--- src/inc/ofe_cfg.svh ---
// Address map, field slices, codes and reset values of the control group.
// Included by the design files; holds definitions only.
`ifndef OFE_CFG_SVH
`define OFE_CFG_SVH

// Register word addresses
`define OFE_ADDR_TGT 8'h09
`define OFE_ADDR_PINCFG 8'h0b
`define OFE_ADDR_KEY 8'h0d
`define OFE_ADDR_RST 8'h0f
`define OFE_ADDR_MODE 8'h10
`define OFE_ADDR_RDOUT 8'h11

// Field slices
`define OFE_TGT_F 7:1
`define OFE_TGT_KEY_F 15:8
`define OFE_SEL0_F 4:0
`define OFE_SEL1_F 12:8
`define OFE_RST_BIT 0
`define OFE_MODE_F 1:0
`define OFE_RDOUT_F 13:0
`define OFE_FMT_BIT 13
`define OFE_OVRN_BIT 12
`define OFE_SLOTCFG_F 11:0

// Reset values and operating mode codes
`define OFE_TGT_RST 7'h64
`define OFE_SEL_RST 5'h00
`define OFE_KEY_RST 16'h0000
`define OFE_MODE_STBY 2'h0
`define OFE_MODE_PROG 2'h1
`define OFE_MODE_NORM 2'h2
`define OFE_RDOUT_RST 14'h1000

// Address-change keys
`define OFE_TGT_KEY 8'had
`define OFE_KEY_ALWAYS 16'h04ad
`define OFE_KEY_PIN0 16'h44ad
`define OFE_KEY_PIN1 16'h84ad
`define OFE_KEY_BOTH 16'hc4ad

// Pin zero function codes
`define OFE_SEL_LEGACY 5'h00
`define OFE_SEL_INT 5'h01
`define OFE_SEL_WIN 5'h02
`define OFE_SEL_PA 5'h05
`define OFE_SEL_PB 5'h06
`define OFE_SEL_PAB 5'h07
`define OFE_SEL_DA 5'h0c
`define OFE_SEL_DB 5'h0d
`define OFE_SEL_DANY 5'h0e
`define OFE_SEL_TOG 5'h0f
`define OFE_SEL_LOW 5'h10
`define OFE_SEL_HIGH 5'h11
`define OFE_SEL_OSC 5'h13

`endif

--- src/inc/ofe_pkg.sv ---
// Types shared by the control register group.
// Widths follow the address map in ofe_cfg.svh.
package ofe_pkg;

  typedef struct packed {
    logic [6:0] tgt;
    logic [4:0] sel0;
    logic [4:0] sel1;
    logic [15:0] key;
    logic software_reset_bit;
    logic [1:0] mode;
    logic [13:0] rdout;
    logic [15:0] rdata;
    logic rvalid;
    logic wack;
    logic sreset;
  } ofe_regs_t;

  typedef struct packed {
    logic win;
    logic tog;
    logic out;
  } ofe_pin_t;

endpackage

--- src/inc/ofe_ctl_if.sv ---
// Carrier between the register group and its pin and key helpers.
// One clock domain; all members are plain levels.
`timescale 1ns/10ps
interface ofe_ctl_if;
  logic [4:0] pin_sel;
  logic clr;
  logic pin_out;
  logic [15:0] key;
  logic pin0_lvl;
  logic pin1_lvl;
  logic permit;

  modport regs (output pin_sel, output clr, output key, output pin0_lvl,
    output pin1_lvl, input pin_out, input permit);
  modport mux (input pin_sel, input clr, output pin_out);
  modport guard (input key, input pin0_lvl, input pin1_lvl, output permit);
endinterface

--- src/verilog/ofe_ctrl_regs.sv ---
// Control register group of the optical front end: pin function, address
// key, software reset, operating mode and readback/FIFO policy.
// Assumes a serial bus engine that presents decoded word accesses,
// synchronous to clk_i, and pin levels already synchronised.
`timescale 1ns/10ps
`include "ofe_cfg.svh"
module ofe_ctrl_regs (
  input wire logic clk_i,
  input wire logic srst_i,
  // Decoded register access
  input wire logic reg_wr_i,
  input wire logic reg_rd_i,
  input wire logic [7:0] reg_addr_i,
  input wire logic [15:0] reg_wdata_i,
  output logic [15:0] reg_rdata_o,
  output logic reg_rvalid_o,
  output logic reg_wack_o,
  // Pin levels
  input wire logic general_pin_zero_i,
  input wire logic general_pin_one_i,
  // Events from the timing core
  input wire logic legacy_int_i,
  input wire logic int_i,
  input wire logic first_slot_start_i,
  input wire logic last_slot_end_i,
  input wire logic pulse_a_i,
  input wire logic pulse_b_i,
  input wire logic data_cycle_a_i,
  input wire logic data_cycle_b_i,
  input wire logic sample_i,
  input wire logic osc32k_i,
  // Configuration toward the device
  output logic general_pin_zero_o,
  output logic [4:0] pin_one_function_select_o,
  output logic [6:0] target_addr_o,
  output logic [1:0] op_mode_o,
  output logic extended_readback_format_o,
  output logic fifo_overrun_policy_o,
  output logic [11:0] slot_fifo_cfg_o,
  output logic soft_reset_o
);
  localparam ofe_pkg::ofe_regs_t RST_VAL = '{
    tgt: `OFE_TGT_RST,
    sel0: `OFE_SEL_RST,
    sel1: `OFE_SEL_RST,
    key: `OFE_KEY_RST,
    software_reset_bit: 1'b0,
    mode: `OFE_MODE_STBY,
    rdout: `OFE_RDOUT_RST,
    rdata: '0,
    rvalid: 1'b0,
    wack: 1'b0,
    sreset: 1'b0
  };

  ofe_pkg::ofe_regs_t q, d;
  ofe_ctl_if ctl ();
  logic [15:0] rd_word;
  logic wr_tgt, wr_rst, wr_mode, wr_rdout;

  // ==========================================================
  // Helpers
  assign ctl.pin_sel = q.sel0;
  assign ctl.clr = q.software_reset_bit;
  assign ctl.key = q.key;
  assign ctl.pin0_lvl = general_pin_zero_i;
  assign ctl.pin1_lvl = general_pin_one_i;

  ofe_addr_guard u_guard (
    .ctl(ctl.guard)
  );

  ofe_pin_mux u_pin (
    .clk_i(clk_i),
    .srst_i(srst_i),
    .ctl(ctl.mux),
    .legacy_int_i(legacy_int_i),
    .int_i(int_i),
    .first_slot_start_i(first_slot_start_i),
    .last_slot_end_i(last_slot_end_i),
    .pulse_a_i(pulse_a_i),
    .pulse_b_i(pulse_b_i),
    .data_cycle_a_i(data_cycle_a_i),
    .data_cycle_b_i(data_cycle_b_i),
    .sample_i(sample_i),
    .osc32k_i(osc32k_i)
  );

  // ==========================================================
  // Write decode
  always_comb begin
    wr_tgt = reg_wr_i && reg_addr_i == `OFE_ADDR_TGT;
    wr_rst = reg_wr_i && reg_addr_i == `OFE_ADDR_RST;
    wr_mode = reg_wr_i && reg_addr_i == `OFE_ADDR_MODE;
    wr_rdout = reg_wr_i && reg_addr_i == `OFE_ADDR_RDOUT;
  end

  // ==========================================================
  // Read mux; unmapped and write-only bits read zero
  always_comb begin
    rd_word = '0;
    case (reg_addr_i)
      `OFE_ADDR_TGT: begin
        rd_word[`OFE_TGT_F] = q.tgt;
      end
      `OFE_ADDR_PINCFG: begin
        rd_word[`OFE_SEL0_F] = q.sel0;
        rd_word[`OFE_SEL1_F] = q.sel1;
      end
      `OFE_ADDR_KEY: begin
        rd_word = q.key;
      end
      `OFE_ADDR_RST: begin
        rd_word[`OFE_RST_BIT] = q.software_reset_bit;
      end
      `OFE_ADDR_MODE: begin
        rd_word[`OFE_MODE_F] = q.mode;
      end
      `OFE_ADDR_RDOUT: begin
        rd_word[`OFE_RDOUT_F] = q.rdout;
      end
      default: begin
        rd_word = '0;
      end
    endcase
  end

  // ==========================================================
  // Next state
  always_comb begin
    d = q;
    d.wack = 1'b0;
    d.rvalid = 1'b0;
    d.sreset = 1'b0;
    if (q.software_reset_bit) begin
      // Pending reset: restore every field, bit falls by itself
      d = RST_VAL;
      d.sreset = 1'b1;
    end else begin
      if (reg_wr_i) begin
        // Every write is acknowledged, a reset write included
        d.wack = 1'b1;
        case (reg_addr_i)
          `OFE_ADDR_TGT: begin
            // Upper byte must carry the key byte as well
            if (ctl.permit &&
                reg_wdata_i[`OFE_TGT_KEY_F] == `OFE_TGT_KEY) begin
              d.tgt = reg_wdata_i[`OFE_TGT_F];
            end
          end
          `OFE_ADDR_PINCFG: begin
            d.sel0 = reg_wdata_i[`OFE_SEL0_F];
            d.sel1 = reg_wdata_i[`OFE_SEL1_F];
          end
          `OFE_ADDR_KEY: begin
            d.key = reg_wdata_i;
          end
          `OFE_ADDR_RST: begin
            d.software_reset_bit = reg_wdata_i[`OFE_RST_BIT];
          end
          `OFE_ADDR_MODE: begin
            d.mode = reg_wdata_i[`OFE_MODE_F];
          end
          `OFE_ADDR_RDOUT: begin
            d.rdout = reg_wdata_i[`OFE_RDOUT_F];
          end
          default: begin
            d.wack = 1'b1;
          end
        endcase
      end
      if (reg_rd_i) begin
        d.rvalid = 1'b1;
        d.rdata = rd_word;
      end
    end
  end

  always_ff @(posedge clk_i) begin
    if (srst_i) begin
      q <= RST_VAL;
    end else begin
      q <= d;
    end
  end

  // ==========================================================
  // Outputs, all straight from flops
  assign reg_rdata_o = q.rdata;
  assign reg_rvalid_o = q.rvalid;
  assign reg_wack_o = q.wack;
  assign general_pin_zero_o = ctl.pin_out;
  assign pin_one_function_select_o = q.sel1;
  assign target_addr_o = q.tgt;
  assign op_mode_o = q.mode;
  assign extended_readback_format_o = q.rdout[`OFE_FMT_BIT];
  assign fifo_overrun_policy_o = q.rdout[`OFE_OVRN_BIT];
  assign slot_fifo_cfg_o = q.rdout[`OFE_SLOTCFG_F];
  assign soft_reset_o = q.sreset;
endmodule

--- src/verilog/ofe_addr_guard.sv ---
// Decides whether the target address may change now.
// Assumes pin levels synchronous to the register clock.
`timescale 1ns/10ps
`include "ofe_cfg.svh"
module ofe_addr_guard (
  ofe_ctl_if.guard ctl
);
  // ==========================================================
  // Key decode
  always_comb begin
    case (ctl.key)
      `OFE_KEY_ALWAYS: ctl.permit = 1'b1;
      `OFE_KEY_PIN0: ctl.permit = ctl.pin0_lvl;
      `OFE_KEY_PIN1: ctl.permit = ctl.pin1_lvl;
      `OFE_KEY_BOTH: ctl.permit = ctl.pin0_lvl & ctl.pin1_lvl;
      default: ctl.permit = 1'b0;
    endcase
  end
endmodule

--- src/verilog/ofe_pin_mux.sv ---
// Alternate function multiplexer of general pin zero.
// Event inputs come from the timing core, synchronous to clk_i.
`timescale 1ns/10ps
`include "ofe_cfg.svh"
module ofe_pin_mux (
  input wire logic clk_i,
  input wire logic srst_i,
  ofe_ctl_if.mux ctl,
  input wire logic legacy_int_i,
  input wire logic int_i,
  input wire logic first_slot_start_i,
  input wire logic last_slot_end_i,
  input wire logic pulse_a_i,
  input wire logic pulse_b_i,
  input wire logic data_cycle_a_i,
  input wire logic data_cycle_b_i,
  input wire logic sample_i,
  input wire logic osc32k_i
);
  ofe_pkg::ofe_pin_t q, d;

  // ==========================================================
  // Next state
  always_comb begin
    d = q;
    if (first_slot_start_i) begin
      d.win = 1'b1;
    end else if (last_slot_end_i) begin
      d.win = 1'b0;
    end
    if (sample_i) begin
      d.tog = ~q.tog;
    end
    case (ctl.pin_sel)
      `OFE_SEL_LEGACY: d.out = legacy_int_i;
      `OFE_SEL_INT: d.out = int_i;
      `OFE_SEL_WIN: d.out = d.win;
      `OFE_SEL_PA: d.out = pulse_a_i;
      `OFE_SEL_PB: d.out = pulse_b_i;
      `OFE_SEL_PAB: d.out = pulse_a_i | pulse_b_i;
      `OFE_SEL_DA: d.out = data_cycle_a_i;
      `OFE_SEL_DB: d.out = data_cycle_b_i;
      `OFE_SEL_DANY: d.out = data_cycle_a_i | data_cycle_b_i;
      `OFE_SEL_TOG: d.out = d.tog;
      `OFE_SEL_LOW: d.out = 1'b0;
      `OFE_SEL_HIGH: d.out = 1'b1;
      `OFE_SEL_OSC: d.out = osc32k_i;
      // Unsupported codes park the pin low
      default: d.out = 1'b0;
    endcase
    if (ctl.clr) begin
      d = '0;
    end
  end

  always_ff @(posedge clk_i) begin
    if (srst_i) begin
      q <= '0;
    end else begin
      q <= d;
    end
  end

  assign ctl.pin_out = q.out;
endmodule

--- config.mk ---
export PLATFORM = sky130hd
export DESIGN_NAME = ofe_ctrl_regs
export DESIGN_NICKNAME = d
export VERILOG_FILES = /design/src/inc/ofe_pkg.sv /design/src/inc/ofe_ctl_if.sv /design/src/verilog/ofe_ctrl_regs.sv /design/src/verilog/ofe_addr_guard.sv /design/src/verilog/ofe_pin_mux.sv
export VERILOG_INCLUDE_DIRS = /design/src /design/src/inc
export SDC_FILE = /design/constraint.sdc
export NUM_CORES = 1
export LEC_CHECK = 0
export ABC_AREA = 1
export BUFFER_PORTS_ARGS = -buffer_cell sky130_fd_sc_hd__buf_4
export CORE_AREA = 2 2 81 83
export CTS_BUF_LIST = sky130_fd_sc_hd__clkbuf_16
export DETAILED_ROUTE_END_ITERATION = 10
export DIE_AREA = 0 0 83 85
export GPL_ROUTABILITY_DRIVEN = 0
export PLACE_DENSITY = 0.89
export SLEW_MARGIN = 20
export SYNTH_ARGS = -nofsm -noshare
export SYNTH_HDL_FRONTEND = slang
export SYNTH_HIERARCHICAL = 1
export SYNTH_SLANG_ARGS = --single-unit
export TNS_END_PERCENT = 100
--- constraint.sdc ---
create_clock -name clk_i -period 3 [get_ports clk_i]
set_clock_uncertainty 0.05 [all_clocks]
set_input_delay 0 -clock clk_i [delete_from_list [all_inputs] [get_ports clk_i]]
set_output_delay 0 -clock clk_i [all_outputs]
set_load 0.02 [all_outputs]
==> results.yml <==
clock_network:
  clk_latency_ns: 0.34
  clockBufferDepth: 2
  cts_tree: "built"
  cts_buffers: 9
  cts_root_buf: "clkbuf_16"
  ctsResizeCount: 0
  htreeDepth: 3
  clk_pin_slew_ns: 0.05
  cts_sinks: 72
timing:
  timing.fmax_ghz: 0.479
  rsz0062_at_grt: "no"
  fin_setup_tns_ns: 0
  tightest_slew_ns: 0.646
  setup_viol: 0
  hold_viol_final: 0
  fin_crit_ns: 2.09
  whs_ns: 0.0122
  maxSlewHeadroom: 0.568
  finalWorstSetupSlack_ns: 0.914
  slew_viol_final: 0
  fin_crit_sh: 0.695
logic_synthesis:
  async_flop_share: 0
  ys_seq_elements: 72
  synthTopCellsByArea: "dfxtp_1 42%, nand2_1 15%, nand3_1 14%"
  syn_inst: 503
  synthXorXnorAreaFrac: 0
  synth_seq_area_share: 0.424
  syn_area_um2: 3400
  synth_compound_area_frac: 0.105
  yosys.area.top_type_share: 0.424
  yosysWarningCount: 6
  synth_mux_area_frac: 0
  synth.avg_cell_area_um2: 6.76
  yosys.area.top_type: "dfxtp_1"
  syn-num-nets: 543
  synth-adder-area-share: 0
  synth_ff_type: "dfxtp_1"
  synth_cell_type_count: 28
  synth-simple-area-share: 0.378
  synth-edff-count: 0
  synth_top_family_by_area: "simple AND/OR/NAND/NOR gates"
worst_setup_path:
  timing.rr.start: "ctl.clr$_SDFF_PP0_"
  reg2regPathDepth: 7
  worst_r2r_endpoint: "ctl.clr$_SDFF_PP0_"
  cp-endpoint: "pin_one_function_select_o[4]$_SDFFE_PP0P_"
  crit_fanout: 12
  critical_path_arrival_ns: 2.25
  rrSetupSlack_ns: 1.06
  startpoint: "reg_addr_i[2]"
  required_ns: 3.16
  cp-end-kind: "flip-flop"
  worst-setup-path-type: "primary input to flip-flop"
  setup.worst_path.start_class: "primary input"
layout:
  fin_cells: 685
  final_area_um2: 4600
  area_growth_pct: 35.3
  fillers: 451
  fin_nets: 643
  regArea_um2: 1440
  utilization: 0.741
  diodes: 0
  drive_gt1_frac: 0.212
  multiInputGateArea_um2: 1650
floorplanning:
  initial_core_util: 0.548
  coreArea_um2: 6200
  io_pins: 88
  fp.dieW_um: 83
  die_y_um: 85
  die_area_um2: 7060
  num_rows: 29
run:
  maxCapViolCount: 0
global_routing:
  grt_pass1_wl_um: 16800
  grt_pass1_vias: 3578
  grt_util_all_layers: 0.294
  gr-total-overflow: 0
  grt_max_degree: 44
  antenna_found_initial: 0
drt:
  drcViolationCount: 0
  vias_per_cell: 5.82
  antenna_left: 0
  dr.first_iter.drc_count: 675
  vias: 3989
  firstDrtPassIters: 7
  routed_wl_um: 10400
  wl_per_cell_um: 15.2
place:
  hpwl_um: 7020
  portBuffers: 87
  dp_slack_ns: 1.17
  dpl-instance-area_um2: 4050
  placedCellCount: 646
pwr:
  p_leak_nw: 2.02
  swShare: 0.221
  power_density_nw_per_um2: 491
  p_comb_frac: 0.074
  power_mw: 2.26
  switching_power_mw: 0.500
  power_frac_clock: 0.497
  seq_power_share: 0.428
  p_int_mw: 1.76
  vdd_ir_drop_max_v: 0.000337
status:
  status: "finished clean"
worst_hold_path:
  hold_class: "primary input to flip-flop"
-- worst min path at each step --
stage          depth (start not counted)  slack [ns]       startpoint                 endpoint
6_report                               5        0.01  last_slot_end_i    u_pin/q[2]$_SDFF_PP0_
5_1_grt                                5        0.03  last_slot_end_i    u_pin/q[2]$_SDFF_PP0_
4_1_cts                                5       0.006  last_slot_end_i    u_pin/q[2]$_SDFF_PP0_
3_5_place_dp                           2        0.14           srst_i  soft_reset_o$_SDFF_PP0_
3_3_place_gp                           2        0.13           srst_i  soft_reset_o$_SDFF_PP0_
2_1_floorplan                          1        0.02           srst_i  soft_reset_o$_SDFF_PP0_
-- synthesized netlist by cell type, types with 6 or more instances --
master    count
buf_2         8
nand3_1      97
nor2_1       34
nand2_1     133
dfxtp_1      72
nand4_1       6
nor2_2        6
inv_1        39
inv_2         7
a21oi_1      56
clkbuf_1     12
o21ai_0       9
-- power groups by stage --
| stage | clock, mW | combinational, mW | sequential [mW] |
|---|---|---|---|
| 3_5_place_dp | 0 | 0.140 | 0.988 |
| 4_1_cts | 1.13 | 0.163 | 0.967 |
| 2_1_floorplan | 0 | 0.0594 | 0.994 |
| 3_3_place_gp | 0 | 0.137 | 0.988 |
| 6_report | 1.12 | 0.168 | 0.967 |
| 5_1_grt | 1.18 | 0.179 | 0.967 |
-- logic make-up after synthesis --
logic type / count (synthesis)
DFF: 72
buffers and inverters: 73
AOI/OAI and AO/OA: 69
and+or+nand+nor: 289
-- state kept, by name (all words and copies together), names as in the netlist --
| signal | count |
|---|---|
| ctl.key | 16 |
| fifo_overrun_policy_o | 1 |
| u_pin/q | 2 |
| soft_reset_o | 1 |
| slot_fifo_cfg_o | 12 |
| u_pin/ctl.pin_out | 1 |
| ctl.pin_sel | 5 |
| reg_rvalid_o | 1 |
| op_mode_o | 2 |
| ctl.clr | 1 |
| reg_rdata_o | 16 |
| extended_readback_format_o | 1 |
| reg_wack_o | 1 |
| target_addr_o | 7 |
| pin_one_function_select_o | 5 |
-- final cells by class --
| class | instances | area share |
|---|---|---|
| flip-flops and latches | 72 | 0.314 |
| inverters | 46 | 0.0376 |
| well taps | 77 | 0.0210 |
| repair buffers | 116 | 0.202 |
| multi-input cells | 358 | 0.358 |
| clock buffers | 9 | 0.0490 |
| clock inverters | 7 | 0.0191 |
-- layout by cell type, fill, tap and decap left out, types with 2 or more instances in the layout --
cell,Yosys,routed
nand2_1,133,133
nand3_1,97,97
buf_4,4,93
dfxtp_1,72,72
a21oi_1,56,56
inv_1,39,40
nor2_1,34,33
dlygate4sd3_1,0,23
o21ai_0,9,9
clkbuf_16,0,9
inv_2,7,7
nor2_2,6,7
nand4_1,6,6
nand2_2,3,3
and2_1,2,2
o211ai_1,2,2
bufinv_16,0,2
clkinvlp_4,0,2
-- critical path, stage by stage --
cell	delay, ns
dlygate4sd3_1	0.55
buf_4	0.14
inv_1	0.07
nand2_1	0.12
nor2_2	0.36
and2_1	0.45
nand2_1	0.33
nand2_1	0.15
a21oi_1	0.07
-- layer usage --
metal | GRT usage | wire length (µm) | vias to the layer above
li1 | - | - | 1840
met1 | 0.361 | 3820 | 1782
met2 | 0.471 | 4940 | 318
met3 | 0.0807 | 1260 | 49
met4 | 0.158 | 356 | 0
met5 | 0 | 0 | -
-- what timing repair did --
action | CTS | global route
setup buffers | 0 | 0
hold endpoints to repair | 64 | 0
setup endpoints to repair | 0 | 0
hold buffers | 23 | 0
No activity file was read; power rests on OpenSTA's default activity.
